[src/include/gsct_defs.svh]
`ifndef GSCT_DEFS_SVH
`define GSCT_DEFS_SVH

// write latency range, in link clock cycles
`define GSCT_WL_MIN 3'h1
`define GSCT_WL_MAX 3'h6
`define GSCT_WL_RST 3'h6
// last latency that opens the input buffers at activate
`define GSCT_WL_EARLY_MAX 3'h3
// burst of four beats on both strobe edges spans two link cycles
`define GSCT_BURST_LINK 5'h02
// last data beat to internal precharge for a self-closing write
`define GSCT_WR_AUTO_LINK 5'h07
`define GSCT_CNT_ZERO 5'h00
`define GSCT_CNT_ONE 5'h01
// age counters saturate here rather than wrap back to a small value
`define GSCT_CNT_MAX 5'h1f
`define GSCT_BANKS 4
// command pin pattern {cs_n, ras_n, cas_n, we_n}
`define GSCT_CMD_MODE 4'h0
`define GSCT_CMD_ACT 4'h3
`define GSCT_CMD_WRITE 4'h4
`define GSCT_CMD_PRE 4'h2

`endif

[src/include/gsct_pkg.sv]
package gsct_pkg;

  // command and address pins as sampled on a link clock rise
  typedef struct packed {
    logic cs_n;
    logic ras_n;
    logic cas_n;
    logic we_n;
    logic a10;
    logic [1:0] bank;
    logic [2:0] addr;
  } gsct_cmd_t;

  // input buffer control states
  typedef enum logic [2:0] {
    GSCT_BUF_OFF = 3'h1,
    GSCT_BUF_ROW = 3'h2,
    GSCT_BUF_WR = 3'h4
  } gsct_buf_t;

endpackage : gsct_pkg

[src/logic/gsct_cmd_timing.sv]
`timescale 1ns/1ps
`include "gsct_defs.svh"
module gsct_cmd_timing (
  input wire logic mclk_i, // 250 MHz core clock
  input wire logic srst_i, // synchronous reset, active high
  input wire logic link_ck_i, // command clock from the controller
  input wire gsct_pkg::gsct_cmd_t cmd_i, // command and address pins
  output logic inbuf_en_o, // data input buffers switched on
  output logic [2:0] wl_o, // write delay setting in force
  output logic [3:0] bank_open_o, // rows open per bank
  output logic [3:0] auto_pre_o // internal precharge pulse per bank
);

  gsct_pkg::gsct_cmd_t cmd_s1_r;
  gsct_pkg::gsct_cmd_t cmd_s2_r;
  logic ck_s1_r;
  logic ck_s2_r;
  logic ck_s3_r;
  logic edge_w;
  logic [3:0] code_w;
  logic is_mode_w;
  logic is_act_w;
  logic is_write_w;
  logic is_pre_w;
  logic [2:0] wl_r;
  logic [3:0] bank_open_r;
  logic [4:0] wr_cnt_r;
  logic [4:0] ap_load_w;
  logic [4:0] wr_load_w;
  gsct_pkg::gsct_buf_t buf_r;
  logic inbuf_en_r;
  logic [3:0] auto_pre_r;

  // two flops on every pin before anything looks at it
  always_ff @(posedge mclk_i) begin
    if (srst_i) begin
      cmd_s1_r <= '1;
      cmd_s2_r <= '1;
      ck_s1_r <= 1'b0;
      ck_s2_r <= 1'b0;
      ck_s3_r <= 1'b0;
    end else begin
      cmd_s1_r <= cmd_i;
      cmd_s2_r <= cmd_s1_r;
      ck_s1_r <= link_ck_i;
      ck_s2_r <= ck_s1_r;
      ck_s3_r <= ck_s2_r;
    end
  end

  // pins are sampled on the rise of the link clock, as seen in the core
  // clock; the 125 ns link period leaves pins settled well before that
  assign edge_w = ck_s2_r & ~ck_s3_r;
  assign code_w = {cmd_s2_r.cs_n, cmd_s2_r.ras_n, cmd_s2_r.cas_n, cmd_s2_r.we_n};
  assign is_mode_w = edge_w && (code_w == `GSCT_CMD_MODE);
  assign is_act_w = edge_w && (code_w == `GSCT_CMD_ACT);
  assign is_write_w = edge_w && (code_w == `GSCT_CMD_WRITE);
  assign is_pre_w = edge_w && (code_w == `GSCT_CMD_PRE);
  assign wr_load_w = {2'b00, wl_r} + `GSCT_BURST_LINK;
  assign ap_load_w = wr_load_w + `GSCT_WR_AUTO_LINK;

  // write delay setting; out-of-range values leave the old one in force
  always_ff @(posedge mclk_i) begin
    if (srst_i) begin
      wl_r <= `GSCT_WL_RST;
    end else if (is_mode_w && cmd_s2_r.addr >= `GSCT_WL_MIN
                 && cmd_s2_r.addr <= `GSCT_WL_MAX) begin
      wl_r <= cmd_s2_r.addr;
    end
  end

  // open rows; a precharge with a10 high closes every bank
  always_ff @(posedge mclk_i) begin
    if (srst_i) begin
      bank_open_r <= 4'h0;
    end else begin
      if (is_act_w) begin
        bank_open_r[cmd_s2_r.bank] <= 1'b1;
      end else if (is_pre_w && cmd_s2_r.a10) begin
        bank_open_r <= 4'h0;
      end else if (is_pre_w) begin
        bank_open_r[cmd_s2_r.bank] <= 1'b0;
      end else begin
        bank_open_r <= bank_open_r & ~auto_pre_r;
      end
    end
  end

  // link cycles until the last beat of the latest write has landed
  always_ff @(posedge mclk_i) begin
    if (srst_i) begin
      wr_cnt_r <= `GSCT_CNT_ZERO;
    end else if (is_write_w) begin
      wr_cnt_r <= wr_load_w;
    end else if (edge_w && wr_cnt_r != `GSCT_CNT_ZERO) begin
      wr_cnt_r <= wr_cnt_r - `GSCT_CNT_ONE;
    end
  end

  // input buffer control: early opening costs power but hides the
  // buffer wake-up behind the activate-to-write gap
  always_ff @(posedge mclk_i) begin
    if (srst_i) begin
      buf_r <= gsct_pkg::GSCT_BUF_OFF;
    end else begin
      case (buf_r)
        gsct_pkg::GSCT_BUF_OFF: begin
          if (is_act_w && wl_r <= `GSCT_WL_EARLY_MAX) begin
            buf_r <= gsct_pkg::GSCT_BUF_ROW;
          end else if (is_write_w) begin
            buf_r <= gsct_pkg::GSCT_BUF_WR;
          end
        end
        gsct_pkg::GSCT_BUF_ROW: begin
          // stays on while a row is open or a burst is still landing
          if (bank_open_r == 4'h0 && wr_cnt_r == `GSCT_CNT_ZERO && !is_write_w
              && !is_act_w) begin
            buf_r <= gsct_pkg::GSCT_BUF_OFF;
          end
        end
        gsct_pkg::GSCT_BUF_WR: begin
          if (is_act_w && wl_r <= `GSCT_WL_EARLY_MAX) begin
            buf_r <= gsct_pkg::GSCT_BUF_ROW;
          end else if (edge_w && wr_cnt_r == `GSCT_CNT_ONE && !is_write_w) begin
            // a write landing on the last beat of the previous one keeps them on
            buf_r <= gsct_pkg::GSCT_BUF_OFF;
          end
        end
        default: begin
          buf_r <= gsct_pkg::GSCT_BUF_OFF;
        end
      endcase
    end
  end

  always_ff @(posedge mclk_i) begin
    if (srst_i) begin
      inbuf_en_r <= 1'b0;
    end else begin
      inbuf_en_r <= (buf_r != gsct_pkg::GSCT_BUF_OFF);
    end
  end

  // per-bank recovery timer for self-closing writes; a new self-closing write to the
  // same bank restarts it, so only the last one precharges unless the new write comes on the edge where the count is at one
  genvar gb;
  generate
    for (gb = 0; gb < `GSCT_BANKS; gb = gb + 1) begin : g_bank
      logic [4:0] ap_cnt_r;
      always_ff @(posedge mclk_i) begin
        if (srst_i) begin
          ap_cnt_r <= `GSCT_CNT_ZERO;
          auto_pre_r[gb] <= 1'b0;
        end else begin
          auto_pre_r[gb] <= edge_w && ap_cnt_r == `GSCT_CNT_ONE;
          if (is_write_w && cmd_s2_r.a10 && cmd_s2_r.bank == 2'(gb)) begin
            ap_cnt_r <= ap_load_w;
          end else if (edge_w && ap_cnt_r != `GSCT_CNT_ZERO) begin
            ap_cnt_r <= ap_cnt_r - `GSCT_CNT_ONE;
          end
        end
      end
    end
  endgenerate

  assign inbuf_en_o = inbuf_en_r;
  assign wl_o = wl_r;
  assign bank_open_o = bank_open_r;
  assign auto_pre_o = auto_pre_r;

  // helper: link edges since the last self-closing write to bank 0
  logic [4:0] ap_age0_r;
  always_ff @(posedge mclk_i) begin
    if (srst_i) begin
      ap_age0_r <= `GSCT_CNT_ZERO;
    end else if (is_write_w && cmd_s2_r.a10 && cmd_s2_r.bank == 2'h0) begin
      ap_age0_r <= `GSCT_CNT_ZERO;
    end else if (edge_w && ap_age0_r != `GSCT_CNT_MAX) begin
      ap_age0_r <= ap_age0_r + `GSCT_CNT_ONE;
    end
  end
endmodule : gsct_cmd_timing

[config.mk]
export PLATFORM = sky130hd
export DESIGN_NAME = gsct_cmd_timing
export DESIGN_NICKNAME = d
export VERILOG_FILES = /design/src/include/gsct_pkg.sv /design/src/logic/gsct_cmd_timing.sv
export VERILOG_INCLUDE_DIRS = /design/src /design/src/include
export SDC_FILE = /design/constraint.sdc
export NUM_CORES = 1
export LEC_CHECK = 0
export BUFFER_PORTS_ARGS = -buffer_cell sky130_fd_sc_hd__clkbuf_2
export CELL_PAD_IN_SITES_DETAIL_PLACEMENT = 1
export CELL_PAD_IN_SITES_GLOBAL_PLACEMENT = 1
export CORE_ASPECT_RATIO = 1.75
export CORE_UTILIZATION = 40
export CTS_CLUSTER_SIZE = 8
export DETAILED_ROUTE_END_ITERATION = 12
export GPL_ROUTABILITY_DRIVEN = 0
export HOLD_SLACK_MARGIN = 0.05
export PLACE_DENSITY = 0.81
export SLEW_MARGIN = 15
export SYNTH_ARGS = -nofsm -noshare
export SYNTH_HDL_FRONTEND = slang
export SYNTH_SLANG_ARGS = --single-unit
export TNS_END_PERCENT = 20
[constraint.sdc]
create_clock -name mclk_i -period 1.7 [get_ports mclk_i]
set_input_delay 0.17 -clock mclk_i [delete_from_list [all_inputs] [get_ports mclk_i]]
set_output_delay 0.17 -clock mclk_i [all_outputs]
set_load 0.01 [all_outputs]
==> summary.txt, run 1 <==
Placed design
  • Dpl hpwl: 5990 um
  • Placed cell count: 455
  • Port bufs: 24

Cells and area
  • Layout filler cell count: 818
  • Layout Cells excl Fill: 484
  • Synthesis-to-finish area growth: 30.4%
  • Share of layout cells above drive strength 1: 32.9%
  • Register area: 1270 um^2
  • Area occupied by multi-input gates: 1720 um^2
  • Nets: 421
  • Antenna cells: 0

Timing
  • Min cycle time layout: 1810 ps
  • Final worst path period share: 106%
  • Final-report setup violation count: 5
  • Worst hold slack: 217 ps
  • Worst-margin pin slew: 567 ps
  • Fin. max-slew vios: 0
  • Setup WS post-layout: -107 ps
  • RSZ-0062 raised after global routing: true
  • Clock skew: 6.24 ps
  • Setup TNS: -350 ps
  • Max Clock Freq: 553 MHz
  • Final number of hold-violating endpoints: 0
  • Relative max-transition margin: 61.7%

Clock network
  • CTS Buf Count: 9
  • CTS Buffer Depth: 2
  • Clk Latency, worst-skew pair: 340 ps
  • Clock Sinks: 63
  • Clock-pin slew on the worst setup and hold paths: 60 ps
  • CTS H-tree lvls: 3
  • CTS tree: done
  • Root Buffer: clkbuf_16

Drt
  • Met3 WL post-DR: 364 um
  • Detailed Route Iter0 Violations: 123
  • TritonRoute pass-1 iters: 4
  • Final wirelength: 9400 um
  • Via-per-instance ratio: 5.82
  • DR top layer: met4
  • Avg WL per Cell: 19.4 um
  • Routed vias: 2819
  • Met1 WL: 3540 um
  • DRC: 0
  • ANT nets after route: 0
  • Met2 WL: 4960 um

Logic synthesis
  • Post-synth top area share: 42.0%
  • Mapped Cells: 326
  • Yosys Warn Count: 0
  • XOR/XNOR share of the synthesized area: 2.92%
  • Register area share after synthesis: 42.0%
  • Synth area leader: dfxtp_1
  • Mean post-synth cell area: 9.21 um^2
  • Synth Net Count: 354
  • Post-synthesis mux area share: 1.83%
  • FFs w/ async S/R, synth: 0%
  • Library cells used by synthesis: 54
  • Ys flop type: dfxtp_1
  • Post-synth EDFFs: 0
  • Main combinational cell family by area after synthesis: simple AND/OR/NAND/NOR gates
  • Register bit total from synthesis: 63
  • Mapped cell area: 3000 um^2
  • Simple-Gate Fraction of Synth Area: 28.0%
  • Main area contributors after synthesis: dfxtp_1 42%, ha_1 6.3%, or2_2 4.2%
  • Adder-Cell Fraction of Synth Area: 6.25%
  • Compound-Gate Fraction of Synth Area: 15.3%

Floorplan
  • Initial core utilization: 41.5%
  • Die Area: 7870 um^2
  • Die X: 67.5 um
  • Die Span Y: 117 um
  • Top-level I/O count: 25
  • Core area: 7230 um^2
  • Cell row count: 41

Run status
  • Failing checks: setup timing
  • Outcome: finished, violations left

Setup path
  • Worst endpoint required time: 1990 ps
  • Worst-path fanout max: 3
  • CP endpoint kind: flop
  • Worst Path Arrival: 2090 ps
  • Critical path type: reg -> reg
  • Startpoint types: flop

Power and ir drop
  • Peak supply drop: 0.685 mV
  • Pwr dens: 874 nW/um^2
  • Static leakage: 1.47 nW

Min path
  • Hold Path Class: in -> reg

Job
  • Max-cap viol count: 0

GRT
  • First-pass GRT wire length: 14100 um
  • Initial antenna violation count: 0
  • Vias in the first global route: 2848
  • Largest net degree at the start of global routing: 31
  • Overflow after GRT: 0
  • Gr usage total: 24.6%
==> cell type report <==
class / count / share of cell area, %
multi-input combinational: 236 / 43.8
inverter: 14 / 1.34
clock inverter: 7 / 1.41
tap: 86 / 2.75
timing repair buffer: 69 / 12.5
clock buffer: 9 / 5.75
sequential: 63 / 32.4
==> flip-flops by register name (all words and copies together), names as in the netlist, 3 cells and up <==
name / count
auto_pre_o: 4
cmd_s2_r: 10
buf_r: 3
wr_cnt_r: 5
wl_o: 3
g_bank.ap_cnt_r: 20
bank_open_o: 4
cmd_s1_r: 10
==> final timing paths <==
path	start	to	slack, ps	cells after the start
max reg2reg	wr_cnt_r[1]	buf_r[0]	-110	6
min reg2reg	cmd_s1_r[5]	cmd_s2_r[5]	410	1
min	srst_i	g_bank[3].ap_cnt_r[4]	220	2
max	wr_cnt_r[1]	buf_r[0]	-110	6
==> cell usage in the layout, fill, tap and decap left out, drive strengths merged, types with 2 or more instances in the layout <==
master and count:
a2111oi 5, a211o 2, a211oi 9, a21oi 20
a311oi 2, a32oi 3, and2 3, and3 4
and4 2, buf 34, clkbuf 33, clkinv 2
clkinvlp 2, dfxtp 63, dlygate4sd3 11, ha 15
inv 17, mux2 4, nand2 17, nand2b 3
nand3 13, nand3b 4, nand4 8, nor2 22
nor2b 7, nor3 19, nor3b 5, nor4 2
o21ai 8, o311ai 5, o31ai 4, or2 20
or4b 5, xnor2 8, xor2 2
==> power breakdown <==
group / total, W / leakage, nW / switching (W) / internal, W
logic: 0.000153 / 0.827 / 0.0000827 / 0.0000700
clock network: 0.00175 / 0.133 / 0.000748 / 0.00100
registers: 0.00152 / 0.514 / 0.0000190 / 0.00150
total: 0.00342 / 1.47 / 0.000850 / 0.00257
==> worst max-delay path, cell delays in order, from the launching register on <==
cell and delay [ps]:
dfxtp_2 320, inv_2 70, ha_4 120, or4b_4 460, a211o_1 300, a2111oi_4 310, a211o_1 170
==> cells in the mapped netlist (5+ instances only) <==
cell       n
a21oi_1   20
ha_1      15
clkbuf_1   9
nor2_1    21
nor3_1    19
nor3b_1    5
inv_1     14
o21ai_0    8
o311ai_0   5
or2_2     20
nand4_1    8
xnor2_1    8
nand2_1   17
nor2b_1    7
a211oi_1   9
dfxtp_1   63
nand3_1   13
==> per-stage QoR <==
stage	worst slack [ps]	util (%)	cell area, um^2	power [W]
final	-107	54.1	3920	0.00342
after global routing	-183	54.1	3920	0.00352
after CTS	-142	52.8	3820	0.00343
after detailed placement	-130	47.2	3410	0.00167
after global placement	-58.9	47.2	3410	0.00167
after floorplan	-86.5	-	3000	0.00162
==> repair_timing <==
item	in CTS	in global routing
cloned	0	0
endpoints found under the setup margin	9	24
resized for setup	5	23
endpoints found under the hold margin	11	0
hold buffers	11	0
setup buffers	0	2
pin swaps	2	8
==> per-layer routing <==
layer  GRT usage [%]  vias up
met5               0        -
met4            13.8        0
met3            5.66       38
met2            43.2       97
met1            26.0     1359
li1                -     1325
==> kinds of logic (layout without fill, tap and decap cells) <==
family                   Yosys count  after routing
AND/OR/NAND/NOR                  141            141
AO/OA/AOI/OAI                     65             65
flip-flops                        63             63
buffers and inverters             27             99
adder cells (fa/ha/maj)           15             15
XOR/XNOR                          10             10
multiplexers                       5              5
No activity file was read; power rests on OpenSTA's default activity.
==> run 2, diff against run 1 <==
--- a/config.mk
+++ b/config.mk
@@ -6,16 +6,16 @@
 export SDC_FILE = /design/constraint.sdc
 export NUM_CORES = 1
 export LEC_CHECK = 0
-export BUFFER_PORTS_ARGS = -buffer_cell sky130_fd_sc_hd__clkbuf_2
 export CELL_PAD_IN_SITES_DETAIL_PLACEMENT = 1
 export CELL_PAD_IN_SITES_GLOBAL_PLACEMENT = 1
 export CORE_ASPECT_RATIO = 1.75
 export CORE_UTILIZATION = 40
 export CTS_CLUSTER_SIZE = 8
 export DETAILED_ROUTE_END_ITERATION = 12
+export DONT_BUFFER_PORTS = 1
 export GPL_ROUTABILITY_DRIVEN = 0
 export HOLD_SLACK_MARGIN = 0.05
-export PLACE_DENSITY = 0.81
+export PLACE_DENSITY = 0.77
 export SLEW_MARGIN = 15
 export SYNTH_ARGS = -nofsm -noshare
 export SYNTH_HDL_FRONTEND = slang
==> summary.txt, run 2 (synthesis results as in run 1) <==
Timing
  • Final-report setup violation count: 2
  • Worst-margin pin slew: 559 ps
  • RSZ-0062 raised after global routing: true
  • Worst hold slack: 58.8 ps
  • Setup WS post-layout: -81.0 ps
  • Clock skew: 6.47 ps
  • Relative max-transition margin: 62.3%
  • Final number of hold-violating endpoints: 0
  • Max Clock Freq: 561 MHz
  • Final worst path period share: 105%
  • Fin. max-slew vios: 0
  • Min cycle time layout: 1780 ps

Power and ir drop
  • Static leakage: 1.39 nW
  • Pwr dens: 891 nW/um^2
  • Peak supply drop: 0.899 mV
  • Total chip power: 0.00338 W

Drt
  • DRC: 0
  • Via-per-instance ratio: 5.67
  • ANT nets after route: 0
  • TritonRoute pass-1 iters: 4
  • Detailed Route Iter0 Violations: 65
  • Final wirelength: 8470 um
  • Avg WL per Cell: 18.2 um
  • Routed vias: 2636

Setup path
  • Setup slack, reg-to-reg: -80 ps
  • Worst endpoint required time: 1980 ps
  • Slowest cell on crit path: or4b_4
  • Crit-path cells: inv_2 -> ha_4 -> or4b_4 -> a211o_1 -> a2111oi_4 -> a211o_1
  • Worst-path fanout max: 3
  • Path depth of the worst reg2reg path: 6
  • Critical path type: reg -> reg
  • Reg2reg start: wr_cnt_r[1]
  • Most frequent CP cell: a211o_1
  • Worst Path Arrival: 2060 ps
  • RR Endpoint: buf_r[0]
  • Startpoint types: flop
  • CP endpoint kind: flop
  • Largest stage delay, worst path: 460 ps

GRT
  • Overflow after GRT: 0
  • Largest net degree at the start of global routing: 50
  • Vias in the first global route: 2817
  • Gr usage total: 24.3%
  • Initial antenna violation count: 0
  • First-pass GRT wire length: 13800 um

Run status
  • Outcome: finished, violations left
  • Failing checks: setup timing

Cells and area
  • Layout Cells excl Fill: 465
  • Register area: 1260 um^2
  • Commonest cells after routing, fill and taps aside: 61 x dfxtp_1, 37 x buf_4, 21 x nor2_1, 20 x or2_2, 19 x nor3_1
  • Nets: 402
  • Post-route cell area: 3790 um^2
  • Largest registers: g_bank.ap_cnt_r x20, cmd_s1_r x10, cmd_s2_r x10
  • Max reg flops: 20
  • Leading cell type in the layout, fill and taps excluded: dfxtp_1
  • Area occupied by multi-input gates: 1670 um^2
  • Synthesis-to-finish area growth: 26.3%
  • Antenna cells: 0
  • Layout Utilization: 52.4%
  • Share of layout cells above drive strength 1: 26.9%
  • Top reg by flops: g_bank.ap_cnt_r
  • Layout filler cell count: 826

Floorplan
  • Initial core utilization: 41.5%
  • Core area: 7230 um^2
  • Top-level I/O count: 25
  • Die Area: 7870 um^2
  • Die Span Y: 117 um
  • Cell row count: 41
  • Die X: 67.5 um

Clock network
  • Clk Latency, worst-skew pair: 340 ps
  • CTS H-tree lvls: 3
  • CTS Buffer Depth: 2
  • CTS tree: done
  • CTS Buf Count: 9
  • Clock Sinks: 63
  • Clock-pin slew on the worst setup and hold paths: 60 ps
  • Root Buffer: clkbuf_16

Min path
  • Min-delay src: srst_i
  • Hold Path Class: in -> reg
  • Hold depth: 3
  • WHS Endpoint: g_bank[2].ap_cnt_r[3]

Placed design
  • Dpl hpwl: 5680 um
  • Placed cell count: 434
  • Port bufs: 0
  • Dpl cell area: 3320 um^2

Job
  • Max-cap viol count: 0
## run 2: stage by stage
step | setup slack [ps] | TNS, ps
finish | -81.0 | -121
global route | -172 | -518
CTS | -140 | -349
detailed placement | -112 | -248
global placement | -65.4 | -103
floorplan | -86.5 | -86.5
## run 2: layout make-up
class,count,share of cell area (%)
well taps,86,2.84
inverters,14,1.39
multi-input cells,236,43.9
flip-flops and latches,63,33.3
repair buffers,50,11.0
clock inverters,6,1.22
clock buffers,10,6.30
## run 2: timing repair
action / CTS / global route
setup buffers: 0 / 2
pin swaps: 2 / 3
endpoints found under the hold margin: 49 / 0
resized for setup: 1 / 17
setup endpoints to repair: 9 / 25
cloned: 0 / 0
hold buffers: 13 / 0
## run 2: worst max-delay path: cells and delay by family, from the launching register on
kind                       cells  cell delay [ps]
AOI/OAI and AO/OA              3              750
adders and majority gates      1              120
buffers and inverters          1               70
DFF                            1              320
and+or+nand+nor                1              460
## run 2: report_power, final
group | leakage [nW] | internal (W) | total (W) | switching (W)
clock | 0.135 | 0.00103 | 0.00173 | 0.000698
combinational | 0.746 | 0.0000641 | 0.000137 | 0.0000724
sequential | 0.514 | 0.00150 | 0.00152 | 0.0000155
total | 1.39 | 0.00260 | 0.00338 | 0.000786
## run 2: worst max-delay path by stage
stage	from	to	cells after the start
3_3_place_gp	wr_cnt_r[1]	buf_r[0]	6
5_1_grt	wr_cnt_r[1]	buf_r[0]	6
3_5_place_dp	wr_cnt_r[1]	buf_r[0]	6
2_1_floorplan	wr_cnt_r[0]	buf_r[0]	6
6_report	wr_cnt_r[1]	buf_r[0]	6
4_1_cts	wr_cnt_r[1]	buf_r[0]	6
## run 2: routing by layer
metal / GRT usage [%] / part of all wire [%] / vias up
li1: - / - / 1284
met1: 25.0 / 39 / 1288
met2: 42.8 / 53 / 43
met3: 6.35 / 4.5 / 21
met4: 13.5 / 3.2 / 0
met5: 0 / 0 / -
